File: config.mk
export PLATFORM = sky130hd
export DESIGN_NAME = logic_shift_bit_unit
export DESIGN_NICKNAME = d
export VERILOG_FILES = /design/src/hw/logic_shift_bit_pkg.sv /design/src/hw/logic_shift_bit_unit.sv
export SDC_FILE = /design/constraint.sdc
export NUM_CORES = 1
export LEC_CHECK = 0
export ABC_AREA = 0
export ABC_CLOCK_PERIOD_IN_PS = 4700
export BUFFER_PORTS_ARGS = -buffer_cell sky130_fd_sc_hd__clkbuf_2
export CAP_MARGIN = 20
export CORE_AREA = 2 2 124 96
export DETAILED_ROUTE_END_ITERATION = 6
export DIE_AREA = 0 0 126 98
export PLACE_DENSITY_LB_ADDON = 0.08
export SLEW_MARGIN = 20
export SYNTH_ARGS = -nofsm -noshare
export SYNTH_HDL_FRONTEND = slang
export SYNTH_SLANG_ARGS = --single-unit
File: constraint.sdc
create_clock -name i_core_clk -period 4.7 [get_ports i_core_clk]
set_input_delay 0.705 -clock i_core_clk [delete_from_list [all_inputs] [get_ports i_core_clk]]
set_output_delay 0.705 -clock i_core_clk [all_outputs]
set_load 0.005 [all_outputs]
File: src/hw/logic_shift_bit_pkg.sv
// Shared types and constants for the byte-wide logic, shift and bit-manipulation unit.
// Assumes the instruction decoder fills a request struct and the register file applies results.
package logic_shift_bit_pkg;

  localparam int DATA_W = 8;
  localparam int BIT_W  = 3;
  localparam int ADDR_W = 16;

  localparam logic [DATA_W-1:0] BYTE_RST     = 8'h00;
  localparam logic [DATA_W-1:0] BIT_ONE_MASK = 8'h01;
  localparam logic [ADDR_W-1:0] ADDR_RST     = 16'h0000;

  // Operations executed by the unit.
  typedef enum logic [4:0] {
    logic_and,
    logic_or,
    logic_xor,
    logic_not,
    shift_arith_left,
    shift_arith_right,
    shift_logic_left,
    shift_logic_right,
    rotate_left,
    rotate_right,
    rotate_carry_left,
    rotate_carry_right,
    set_selected_bit,
    clear_selected_bit,
    invert_selected_bit,
    test_selected_bit,
    carry_and_bit,
    carry_and_inverted_bit,
    carry_or_bit,
    carry_or_inverted_bit,
    carry_xor_bit,
    carry_xor_inverted_bit,
    load_bit_to_carry,
    load_inverted_bit_to_carry,
    store_carry_to_bit,
    store_inverted_carry_to_bit
  } op_t;

  // One instruction as handed over by the decoder.
  typedef struct packed {
    op_t               op;
    logic              use_immediate;
    logic              operand_in_memory;
    logic              bit_from_register;
    logic [DATA_W-1:0] dest_value;
    logic [DATA_W-1:0] source_register;
    logic [DATA_W-1:0] immediate_byte;
    logic [BIT_W-1:0]  bit_index;
    logic [ADDR_W-1:0] mem_addr;
    logic              carry_in;
  } alu_req_t;

  // Result of one instruction.
  typedef struct packed {
    logic [DATA_W-1:0] value;
    logic              reg_write;
    logic              carry;
    logic              carry_write;
    logic              zero;
    logic              zero_write;
    logic              illegal;
  } alu_resp_t;

  // One byte access to data memory.
  typedef struct packed {
    logic              write;
    logic [ADDR_W-1:0] addr;
    logic [DATA_W-1:0] wdata;
  } mem_cmd_t;

  localparam alu_resp_t RESP_RST = '{value: BYTE_RST, reg_write: 1'b0, carry: 1'b0,
                                     carry_write: 1'b0, zero: 1'b0, zero_write: 1'b0,
                                     illegal: 1'b0};
  localparam mem_cmd_t  MEM_RST  = '{write: 1'b0, addr: ADDR_RST, wdata: BYTE_RST};

endpackage : logic_shift_bit_pkg

File: src/hw/logic_shift_bit_unit.sv
// Byte-wide execution unit for logic, shift, rotate and single-bit instructions.
// Assumes the decoder supplies operands and the current carry, and applies the returned
// result and flags to the register file and condition codes before its next request.
//
// Summary of operation
// - AND destination with register or immediate byte.
// - OR destination with register or immediate byte.
// - XOR destination with register or immediate byte.
// - Complement every bit of destination register.
// - Arithmetic shift left or right, written back.
// - Logical shift left or right, written back.
// - Rotate left or right, wrapping end bit.
// - Rotate through carry as nine-bit ring.
// - Set selected bit to one.
// - Clear selected bit to zero.
// - Invert selected bit and write back.
// - Zero flag gets inverse of selected bit.
// - Bit number from immediate or register low bits.
// - Inverted carry, load, store: immediate bit only.
// - Carry becomes carry AND selected bit.
// - Carry becomes carry AND inverted bit.
// - Carry becomes carry OR selected bit.
// - Carry becomes carry OR inverted bit.
// - Carry becomes carry XOR selected bit.
// - Carry becomes carry XOR inverted bit.
// - Load bit, or its inverse, into carry.
// - Store carry, or its inverse, into bit.
module logic_shift_bit_unit
  import logic_shift_bit_pkg::*;
(
  input  wire logic              i_core_clk,
  input  wire logic              i_rst,
  input  wire logic              i_req_valid,
  output logic                   o_req_ready,
  input  wire alu_req_t          i_req,
  output logic                   o_resp_valid,
  output alu_resp_t              o_resp,
  output logic                   o_mem_valid,
  output mem_cmd_t               o_mem_cmd,
  input  wire logic              i_mem_ack,
  input  wire logic [DATA_W-1:0] i_mem_rdata
);

  typedef enum logic [1:0] {
    st_idle,
    st_mem_read,
    st_mem_write
  } state_t;

  // True for operations that take their bit number from the instruction only.
  function automatic logic is_inverted_form(input op_t op);
    unique case (op)
      carry_and_inverted_bit,
      carry_or_inverted_bit,
      carry_xor_inverted_bit,
      load_inverted_bit_to_carry,
      store_inverted_carry_to_bit: is_inverted_form = 1'b1;
      default:                     is_inverted_form = 1'b0;
    endcase
  endfunction

  // True for operations that work on one bit and may address memory.
  function automatic logic is_bit_op(input op_t op);
    is_bit_op = (op >= set_selected_bit) && (op <= store_inverted_carry_to_bit);
  endfunction

  // True for bit operations that change the operand byte.
  function automatic logic modifies_operand(input op_t op);
    unique case (op)
      set_selected_bit,
      clear_selected_bit,
      invert_selected_bit,
      store_carry_to_bit,
      store_inverted_carry_to_bit: modifies_operand = 1'b1;
      default:                     modifies_operand = 1'b0;
    endcase
  endfunction

  // Requests the unit refuses: a register-held bit number on an inverted form,
  // or a memory operand on a register-only operation.
  function automatic logic is_illegal(input alu_req_t req);
    is_illegal = (is_inverted_form(req.op) && req.bit_from_register) ||
                 (req.operand_in_memory && !is_bit_op(req.op));
  endfunction

  // Single-cycle datapath shared by register and memory operands.
  function automatic alu_resp_t execute(input op_t               op,
                                        input logic [DATA_W-1:0] operand,
                                        input logic [DATA_W-1:0] second,
                                        input logic [BIT_W-1:0]  idx,
                                        input logic              carry_in);
    alu_resp_t         r;
    logic [DATA_W-1:0] mask;
    logic              sel;
    r    = RESP_RST;
    mask = BIT_ONE_MASK << idx;
    sel  = operand[idx];
    unique case (op)
      logic_and: begin
        r.value     = operand & second;
        r.reg_write = 1'b1;
      end
      logic_or: begin
        r.value     = operand | second;
        r.reg_write = 1'b1;
      end
      logic_xor: begin
        r.value     = operand ^ second;
        r.reg_write = 1'b1;
      end
      logic_not: begin
        r.value     = ~operand;
        r.reg_write = 1'b1;
      end
      shift_arith_left, shift_logic_left: begin
        r.value       = {operand[DATA_W-2:0], 1'b0};
        r.carry       = operand[DATA_W-1];
        r.reg_write   = 1'b1;
        r.carry_write = 1'b1;
      end
      shift_arith_right: begin
        r.value       = {operand[DATA_W-1], operand[DATA_W-1:1]};
        r.carry       = operand[0];
        r.reg_write   = 1'b1;
        r.carry_write = 1'b1;
      end
      shift_logic_right: begin
        r.value       = {1'b0, operand[DATA_W-1:1]};
        r.carry       = operand[0];
        r.reg_write   = 1'b1;
        r.carry_write = 1'b1;
      end
      rotate_left: begin
        r.value       = {operand[DATA_W-2:0], operand[DATA_W-1]};
        r.carry       = operand[DATA_W-1];
        r.reg_write   = 1'b1;
        r.carry_write = 1'b1;
      end
      rotate_right: begin
        r.value       = {operand[0], operand[DATA_W-1:1]};
        r.carry       = operand[0];
        r.reg_write   = 1'b1;
        r.carry_write = 1'b1;
      end
      rotate_carry_left: begin
        r.value       = {operand[DATA_W-2:0], carry_in};
        r.carry       = operand[DATA_W-1];
        r.reg_write   = 1'b1;
        r.carry_write = 1'b1;
      end
      rotate_carry_right: begin
        r.value       = {carry_in, operand[DATA_W-1:1]};
        r.carry       = operand[0];
        r.reg_write   = 1'b1;
        r.carry_write = 1'b1;
      end
      set_selected_bit: begin
        r.value     = operand | mask;
        r.reg_write = 1'b1;
      end
      clear_selected_bit: begin
        r.value     = operand & ~mask;
        r.reg_write = 1'b1;
      end
      invert_selected_bit: begin
        r.value     = operand ^ mask;
        r.reg_write = 1'b1;
      end
      test_selected_bit: begin
        r.value      = operand;
        r.zero       = ~sel;
        r.zero_write = 1'b1;
      end
      carry_and_bit: begin
        r.value       = operand;
        r.carry       = carry_in & sel;
        r.carry_write = 1'b1;
      end
      carry_and_inverted_bit: begin
        r.value       = operand;
        r.carry       = carry_in & ~sel;
        r.carry_write = 1'b1;
      end
      carry_or_bit: begin
        r.value       = operand;
        r.carry       = carry_in | sel;
        r.carry_write = 1'b1;
      end
      carry_or_inverted_bit: begin
        r.value       = operand;
        r.carry       = carry_in | ~sel;
        r.carry_write = 1'b1;
      end
      carry_xor_bit: begin
        r.value       = operand;
        r.carry       = carry_in ^ sel;
        r.carry_write = 1'b1;
      end
      carry_xor_inverted_bit: begin
        r.value       = operand;
        r.carry       = carry_in ^ ~sel;
        r.carry_write = 1'b1;
      end
      load_bit_to_carry: begin
        r.value       = operand;
        r.carry       = sel;
        r.carry_write = 1'b1;
      end
      load_inverted_bit_to_carry: begin
        r.value       = operand;
        r.carry       = ~sel;
        r.carry_write = 1'b1;
      end
      store_carry_to_bit: begin
        r.value     = carry_in ? (operand | mask) : (operand & ~mask);
        r.reg_write = 1'b1;
      end
      store_inverted_carry_to_bit: begin
        r.value     = carry_in ? (operand & ~mask) : (operand | mask);
        r.reg_write = 1'b1;
      end
      default: begin
        r.illegal = 1'b1;
      end
    endcase
    return r;
  endfunction

  state_t            state_reg;
  alu_req_t          req_reg;
  alu_resp_t         resp_reg;
  logic              resp_valid_reg;
  logic              mem_valid_reg;
  mem_cmd_t          mem_cmd_reg;

  alu_req_t          req_sel;
  logic [DATA_W-1:0] operand_sel;
  logic [DATA_W-1:0] second_sel;
  logic [BIT_W-1:0]  idx_sel;
  alu_resp_t         exec;
  logic              take;
  logic              take_illegal;
  logic              take_memory;
  logic              read_done;
  logic              write_done;

  assign o_req_ready  = (state_reg == st_idle);
  assign take         = i_req_valid && o_req_ready;
  assign take_illegal = take && is_illegal(i_req);
  assign take_memory  = take && !take_illegal && i_req.operand_in_memory;
  assign read_done    = (state_reg == st_mem_read) && i_mem_ack;
  assign write_done   = (state_reg == st_mem_write) && i_mem_ack;

  // A memory operand is evaluated on the byte returned by the read.
  always_comb begin
    req_sel     = (state_reg == st_idle) ? i_req : req_reg;
    operand_sel = (state_reg == st_mem_read) ? i_mem_rdata : req_sel.dest_value;
    second_sel  = req_sel.use_immediate ? req_sel.immediate_byte : req_sel.source_register;
    idx_sel     = req_sel.bit_from_register ? req_sel.source_register[BIT_W-1:0]
                                            : req_sel.bit_index;
    exec        = execute(req_sel.op, operand_sel, second_sel, idx_sel, req_sel.carry_in);
  end

  always_ff @(posedge i_core_clk) begin
    if (i_rst) begin
      state_reg <= st_idle;
    end else begin
      unique case (state_reg)
        st_idle: begin
          if (take_memory) begin
            state_reg <= st_mem_read;
          end
        end
        st_mem_read: begin
          if (i_mem_ack) begin
            state_reg <= modifies_operand(req_reg.op) ? st_mem_write : st_idle;
          end
        end
        st_mem_write: begin
          if (i_mem_ack) begin
            state_reg <= st_idle;
          end
        end
      endcase
    end
  end

  always_ff @(posedge i_core_clk) begin
    if (i_rst) begin
      req_reg <= '0;
    end else if (take) begin
      req_reg <= i_req;
    end
  end

  // The byte is read whole; for operations that change it, one bit is altered and the whole byte is written back.
  always_ff @(posedge i_core_clk) begin
    if (i_rst) begin
      mem_valid_reg <= 1'b0;
      mem_cmd_reg   <= MEM_RST;
    end else if (take_memory) begin
      mem_valid_reg <= 1'b1;
      mem_cmd_reg   <= '{write: 1'b0, addr: i_req.mem_addr, wdata: BYTE_RST};
    end else if (read_done) begin
      mem_valid_reg <= modifies_operand(req_reg.op);
      mem_cmd_reg   <= '{write: modifies_operand(req_reg.op), addr: req_reg.mem_addr,
                         wdata: exec.value};
    end else if (write_done) begin
      mem_valid_reg <= 1'b0;
      mem_cmd_reg   <= MEM_RST;
    end
  end

  // Memory results never write a register; a modified byte goes back to memory instead.
  always_ff @(posedge i_core_clk) begin
    if (i_rst) begin
      resp_reg <= RESP_RST;
    end else if (take_illegal) begin
      resp_reg         <= RESP_RST;
      resp_reg.illegal <= 1'b1;
    end else if (take && !take_memory) begin
      resp_reg <= exec;
    end else if (read_done) begin
      resp_reg           <= exec;
      resp_reg.reg_write <= 1'b0;
    end
  end

  always_ff @(posedge i_core_clk) begin
    if (i_rst) begin
      resp_valid_reg <= 1'b0;
    end else begin
      resp_valid_reg <= (take && !take_memory) ||
                        (read_done && !modifies_operand(req_reg.op)) ||
                        write_done;
    end
  end

  assign o_resp_valid = resp_valid_reg;
  assign o_resp       = resp_reg;
  assign o_mem_valid  = mem_valid_reg;
  assign o_mem_cmd    = mem_cmd_reg;

endmodule // logic_shift_bit_unit

Word-level counts from Yosys, hierarchy flattened
Index checks and enable logic that the tools add are counted.

Shifts and indexed selects: 1. Add/subtract/negate cells: 0. $lt $le $gt $ge: 3. Multiplexer cells: 33. Reductions and logical operators: 35. Eq/ne operators: 40. Divide/modulo/power cells: 0. Multipliers: 0. Bitwise logic cells: 15.

Operators with widths (count): $pmux 8 s17 (1); $eq 5x5->1 const B (17); $eq 5x4->1 const B (11); $mux 52 (1); $mux 25 (2); $mux 8 (4); $mux 14 (2); $reduce_or 26->1 (1); $mux 24 (1); $eq 5x3->1 const B (4); $pmux 2 s10 (1); $reduce_or 17->1 (1); $and 8x8->8 (2); $not 8->8 (2); $or 8x8->8 (2); $xor 8x8->8 (2); $mux 1 (13); $logic_and 1x1->1 (11); $eq 5x2->1 const B (2); $mux 2 (5); $reduce_or 5->1 (2); $reduce_or 9->1 (1); $reduce_or 4->1 (2); $shl 1x3->8 const A (1); 23 further kinds (36).

Memories: 0. Logic and storage cells: 150. Output and inout port bits: 42. Input bits: 64. Latch bits: 0. Flip-flop bits (word level): 95. Bits in read-only memories: 0. Memory bits (writable): 0.

Longest topological paths before layout
Depth in word-level cells: 13. Depth in mapped cells: 15. Mapped depth without buffers: 11.

Least setup slack after synthesis
No wires, ideal clock.

Path type: flip-flop to flip-flop. Start: register state_reg[0]. End: register mem_cmd_reg (netlist bit o_mem_cmd[7]). Setup time: 0.142 ns. Cell stages (with the launch flop): 15. Buffers on the path: 4. Period minus slack after synthesis: 2.766 ns. Data arrival time: 2.623 ns. Required time: 4.558 ns. Slack: 1.934 ns. Path through: dfxtp_1 > inv_1 > ha_1 > buf_6 > buf_12 > buf_12 > buf_6 > a311oi_1 > a31oi_1 > nand3_1 > o21ai_1 > mux2i_1 > nor2_1 > a2111oi_1 > o22ai_1.

Word-level cells in the longest chain between the ends: 9. Elaborated cells between the ends (all ways): 57. Classes of those cells: eq/ne (27); shift (1); mux (8); bitwise (8); reduce/logical (13).

RTL lines: start, declared (RTL line logic_shift_bit_unit.sv:229) `state_t state_reg;`; start signal, assigned (RTL line logic_shift_bit_unit.sv:266) `state_reg <= st_idle;`; start signal, assigned (RTL line logic_shift_bit_unit.sv:271) `state_reg <= st_mem_read;`; start signal, assigned (RTL line logic_shift_bit_unit.sv:276) `state_reg <= modifies_operand(req_reg.op) ? st_mem_write : st_idle;`; $logic_not 2->1 (*) (RTL line logic_shift_bit_unit.sv:247) `assign o_req_ready = (state_reg == st_idle);`; net o_req_ready (RTL line logic_shift_bit_unit.sv:34) `output logic o_req_ready,`; $mux 52 (RTL line logic_shift_bit_unit.sv:256) `req_sel = (state_reg == st_idle) ? i_req : req_reg;`; $mux 3 (RTL line logic_shift_bit_unit.sv:259) `idx_sel = req_sel.bit_from_register ? req_sel.source_register[BIT_W-1:0]`; $shl 1x3->8 (RTL line logic_shift_bit_unit.sv:96) `mask = BIT_ONE_MASK << idx;`; $not 8->8 (RTL line logic_shift_bit_unit.sv:162, logic_shift_bit_unit.sv:215, logic_shift_bit_unit.sv:219); $and 8x8->8 (RTL line logic_shift_bit_unit.sv:162, logic_shift_bit_unit.sv:215, logic_shift_bit_unit.sv:219); $mux 8 (on tied branches) (RTL line logic_shift_bit_unit.sv:219, logic_shift_bit_unit.sv:215); $pmux 8 s17 (RTL line logic_shift_bit_unit.sv:98) `unique case (op)`; $mux 25 (RTL line logic_shift_bit_unit.sv:304) `end else if (read_done) begin`; end signal, assigned (RTL line logic_shift_bit_unit.sv:303) `mem_cmd_reg <= '{write: 1'b0, addr: i_req.mem_addr, wdata: BYTE_RST};`; end signal, assigned (RTL line logic_shift_bit_unit.sv:306) `mem_cmd_reg <= '{write: modifies_operand(req_reg.op), addr: req_reg.mem_addr,`; end, declared (RTL line logic_shift_bit_unit.sv:234) `mem_cmd_t mem_cmd_reg;`.

The timed path passes the listed nets; every way through them passes the cells marked *. A chain may end at the register's enable or synchronous reset.

Worst setup path after layout
Start: register state_reg[0]. End: register mem_cmd_reg (netlist bit o_mem_cmd[4]).

Word-level cells in the longest chain between the ends: 9. Elaborated cells between the ends (all ways): 57. Classes of those cells: eq/ne (27); shift (1); mux (8); bitwise (8); reduce/logical (13).

RTL lines (RTL line): $logic_not 2->1 (logic_shift_bit_unit.sv:247, logic_shift_bit_unit.sv:256); $mux 52 (logic_shift_bit_unit.sv:256); $mux 3 (logic_shift_bit_unit.sv:259); $shl 1x3->8 (logic_shift_bit_unit.sv:96); $not 8->8 (logic_shift_bit_unit.sv:162, logic_shift_bit_unit.sv:215, logic_shift_bit_unit.sv:219); $and 8x8->8 (logic_shift_bit_unit.sv:162, logic_shift_bit_unit.sv:215, logic_shift_bit_unit.sv:219); $mux 8 (on tied branches) (logic_shift_bit_unit.sv:219, logic_shift_bit_unit.sv:215); $pmux 8 s17 (logic_shift_bit_unit.sv:98); $mux 25 (logic_shift_bit_unit.sv:304).

Parallel ways exist; a longest one is shown, timed or not.

==> summary.log <==
INFO  grt            number_of_global_route_vias_before_repair=5,349
INFO  logic_synthesis share_of_synthesized_cell_area_in_and_or_nand_and_nor_gates=23.7%
INFO  floorplanning  top_level_ports=106
INFO  placed_design  post-dp-hpwl=13,000µm
INFO  power          seq_power_share=35.4%
INFO  clock_network  numCtsBuffers=9
INFO  grt            track_usage=28.6%
INFO  logic_synthesis synth_compound_gate_area_share=28.0%
INFO  grt            antenna_violations_before_repair=0
INFO  power          cellInternalPower=0.00158W
INFO  outcome        status=finished, final reports clean
INFO  routing        route.final.wire_length=17,900µm
INFO  sta            period_needed=3.53ns
INFO  grt            grt_first_pass_wirelength=28,300µm
INFO  cells_and_area areaGrowthSynthToFinish=15.4%
INFO  logic_synthesis synth_sequential_area_ratio=34.3%
INFO  placed_design  gpl.final_weighted_congestion=0.992
INFO  sta            grt_setup_unrepaired=false
INFO  clock_network  cts_setup_buffers=0
INFO  worst_setup_path worstPathArrival=3.75ns
INFO  logic_synthesis synth_top_area_cell=dfxtp_1
INFO  logic_synthesis syn_inst=731
INFO  routing        detail-route-antenna-nets=0
INFO  sta            layout_worst_path_cycle_share=75.1%
INFO  sta            report.final.slew_viol_count=0
INFO  cells_and_area num-fill-cells=1,080
INFO  grt            grt_start_max_net_pins=70
INFO  power          switching_share=39.3%
INFO  sta            finalSetupViolCount=0
INFO  routing        initialDrtViolationCount=480
INFO  logic_synthesis synthesis.area=5490µm²
INFO  logic_synthesis synth-xor-area-share=1.28%
INFO  sta            max_freq=283MHz
INFO  job            timing.max_cap.violations=0
INFO  floorplanning  floorplan.die.width=126µm
INFO  logic_synthesis yosys.area.top_type_share=34.3%
INFO  cells_and_area drive_gt1_share=19.8%
INFO  power          power.share.combinational=37.1%
INFO  sta            finalClockSkew=0.0144ns
INFO  floorplanning  die-area=12,300µm²
INFO  cells_and_area fin_nets=877
INFO  logic_synthesis synth.ff_latch_count=94
INFO  logic_synthesis synth_flop_cell=dfxtp_1
INFO  clock_network  clock_tree.root_cell=clkbuf_16
INFO  worst_hold_path min_path_type=reg -> reg
INFO  floorplanning  coreArea=11,200µm²
INFO  routing        viasPerCell=6.03
INFO  worst_setup_path timing.setup.critical_path_class=reg -> reg
INFO  floorplanning  initial_utilization=48.8%
INFO  logic_synthesis synth-adder-area-share=0.684%
INFO  power          ir_drop_worst_vdd=0.198mV
INFO  logic_synthesis synth-edff-count=0
INFO  clock_network  clock_insertion_delay_worst_skew=0.35ns
INFO  power          power_total=0.00261W
INFO  floorplanning  core.rowCount=34
INFO  worst_setup_path start_kind=flip-flop
INFO  clock_network  clock_sink_count=94
INFO  grt            overflow=0
INFO  sta            final_hold_viol_count=0
INFO  cells_and_area max_reg_flops=51
INFO  cells_and_area ant_cells=0
INFO  logic_synthesis syn_avg_cell_area=7.50µm²
INFO  logic_synthesis synth.net_count=798
INFO  cells_and_area layout.core_utilization=56.4%
INFO  sta            maxSlewHeadroom=28.4%
INFO  power          p_leak=2.53nW
INFO  logic_synthesis synth_cell_type_count=65
INFO  clock_network  tritoncts=yes
INFO  clock_network  worst_setup_hold_path_clk_slew=0.07ns
INFO  routing        routed-via-count=5,784
INFO  logic_synthesis synth_top_family_by_area=compound AO/OA/AOI/OAI gates
INFO  routing        route.detailed.drc=0
INFO  logic_synthesis synth_mux_area_share=7.60%
INFO  worst_setup_path critPathMaxFanout=31
INFO  power          power.density=412nW/µm²
INFO  worst_setup_path worst-endpoint-required=4.92ns
INFO  placed_design  io_buffer_count=105
INFO  floorplanning  die_h=98µm
INFO  cells_and_area layout_common_cells=nand2_1, clkbuf_2, dfxtp_1, a21oi_1, nor2_1
INFO  clock_network  cts_hold_repair.buffers=0
INFO  power          clockPowerShare=27.5%
INFO  sta            final.setup.tns=0ns
INFO  logic_synthesis post_synth_main_area_contributors=dfxtp_1, nand2_1, a21oi_1, nor2_1, mux2i_1
INFO  logic_synthesis synth-async-reset-ratio=0%
INFO  worst_setup_path setup.worst_path.end_class=flip-flop
INFO  clock_network  h-tree-depth=3
INFO  routing        dr_wl_cell=18.7µm
INFO  logic_synthesis synth.yosys.warnings=0
INFO  power          netSwitchingPower=0.00102W
INFO  routing        first_pass_iters=5
INFO  clock_network  number_of_buffers_on_the_longest_clock_path=2
INFO  sta            tightest_slew=1.07ns
INFO  cells_and_area most_frequent_standard_cell_in_the_layout_excluding_fill_and_tap_cells=nand2_1
INFO  clock_network  quantity_of_gates_resized_following_cts=0
## power groups by stage
stage	clock network [W]	registers (W)	logic, W
after floorplan	0	0.000930	0.000666
after global placement	0	0.000937	0.000946
after detailed placement	0	0.000941	0.000937
after CTS	0.000726	0.000923	0.000943
after global routing	0.000759	0.000933	0.00104
final	0.000716	0.000923	0.000966
## cell families (layout without fill, tap and decap cells)
logic type | count (synthesis) | count (layout)
and+or+nand+nor | 301 | 301
adders and majority gates | 3 | 3
xor gates and xnor gates | 8 | 8
muxes | 38 | 38
buffers and inverters | 49 | 133
AOI/OAI and AO/OA | 238 | 238
DFF | 94 | 94
## cell type report
class                   instances  area (µm²)  share of cell area (%)
multi-input cells             588        3380                    53.4
repair buffers                113         586                    9.25
well taps                     144         180                    2.85
clock buffers                   9         225                    3.56
flip-flops and latches         94        1880                    29.7
inverters                       4        15.0                   0.237
clock inverters                 7        63.8                    1.01
## metrics by stage
step           area, µm²  setup slack [ns]  cells  hold slack (ns)
3_5_place_dp        6040              1.27    943            0.443
5_1_grt             6330              1.03    959            0.479
3_3_place_gp        6030              1.27    943            0.439
4_1_cts             6330              1.27    959            0.452
2_1_floorplan       5490              1.93    731            0.432
6_report            6330              1.17    959            0.450
## final timing paths
| path | startpoint | end | slack, ns | depth (start not counted) |
|---|---|---|---|---|
| worst max register to register | state_reg[0] | o_mem_cmd[4] | 1.17 | 12 |
| worst min register to register | o_resp[8] | o_resp[8] | 0.45 | 2 |
| worst max-delay path | state_reg[0] | o_mem_cmd[4] | 1.17 | 12 |
| worst min-delay path | o_resp[8] | o_resp[8] | 0.45 | 2 |
## synthesized netlist by cell type, drive strengths merged, types with 4 or more instances
cell	number
nand2	151
a211oi	27
mux2i	27
nor2	82
nand2b	8
a22oi	24
o21a	12
a21oi	89
nor2b	8
inv	4
xnor2	8
clkbuf	34
o22ai	10
mux2	11
o221ai	6
nor3	15
nand3	11
dfxtp	94
o21ai	38
buf	11
and2	4
or2	4
## critical path, stage by stage (launching register included)
cell,delay (ns)
dfxtp_1,0.34
inv_1,0.09
ha_2,0.32
buf_4,0.38
nor3b_1,0.14
nor2_1,0.31
nor2_1,0.19
or3_1,0.54
a2111oi_0,0.52
nor2_1,0.07
a211o_1,0.29
a22oi_1,0.15
nor2_1,0.06
## layer usage
layer	track usage [%]	up-vias	share of wire, %
met3	8.22	43	9.2
li1	-	2777	-
met1	41.3	2711	46
met2	41.4	253	42
met4	8.62	0	2.3
met5	0	-	0
No activity file was read; power rests on OpenSTA's default activity.
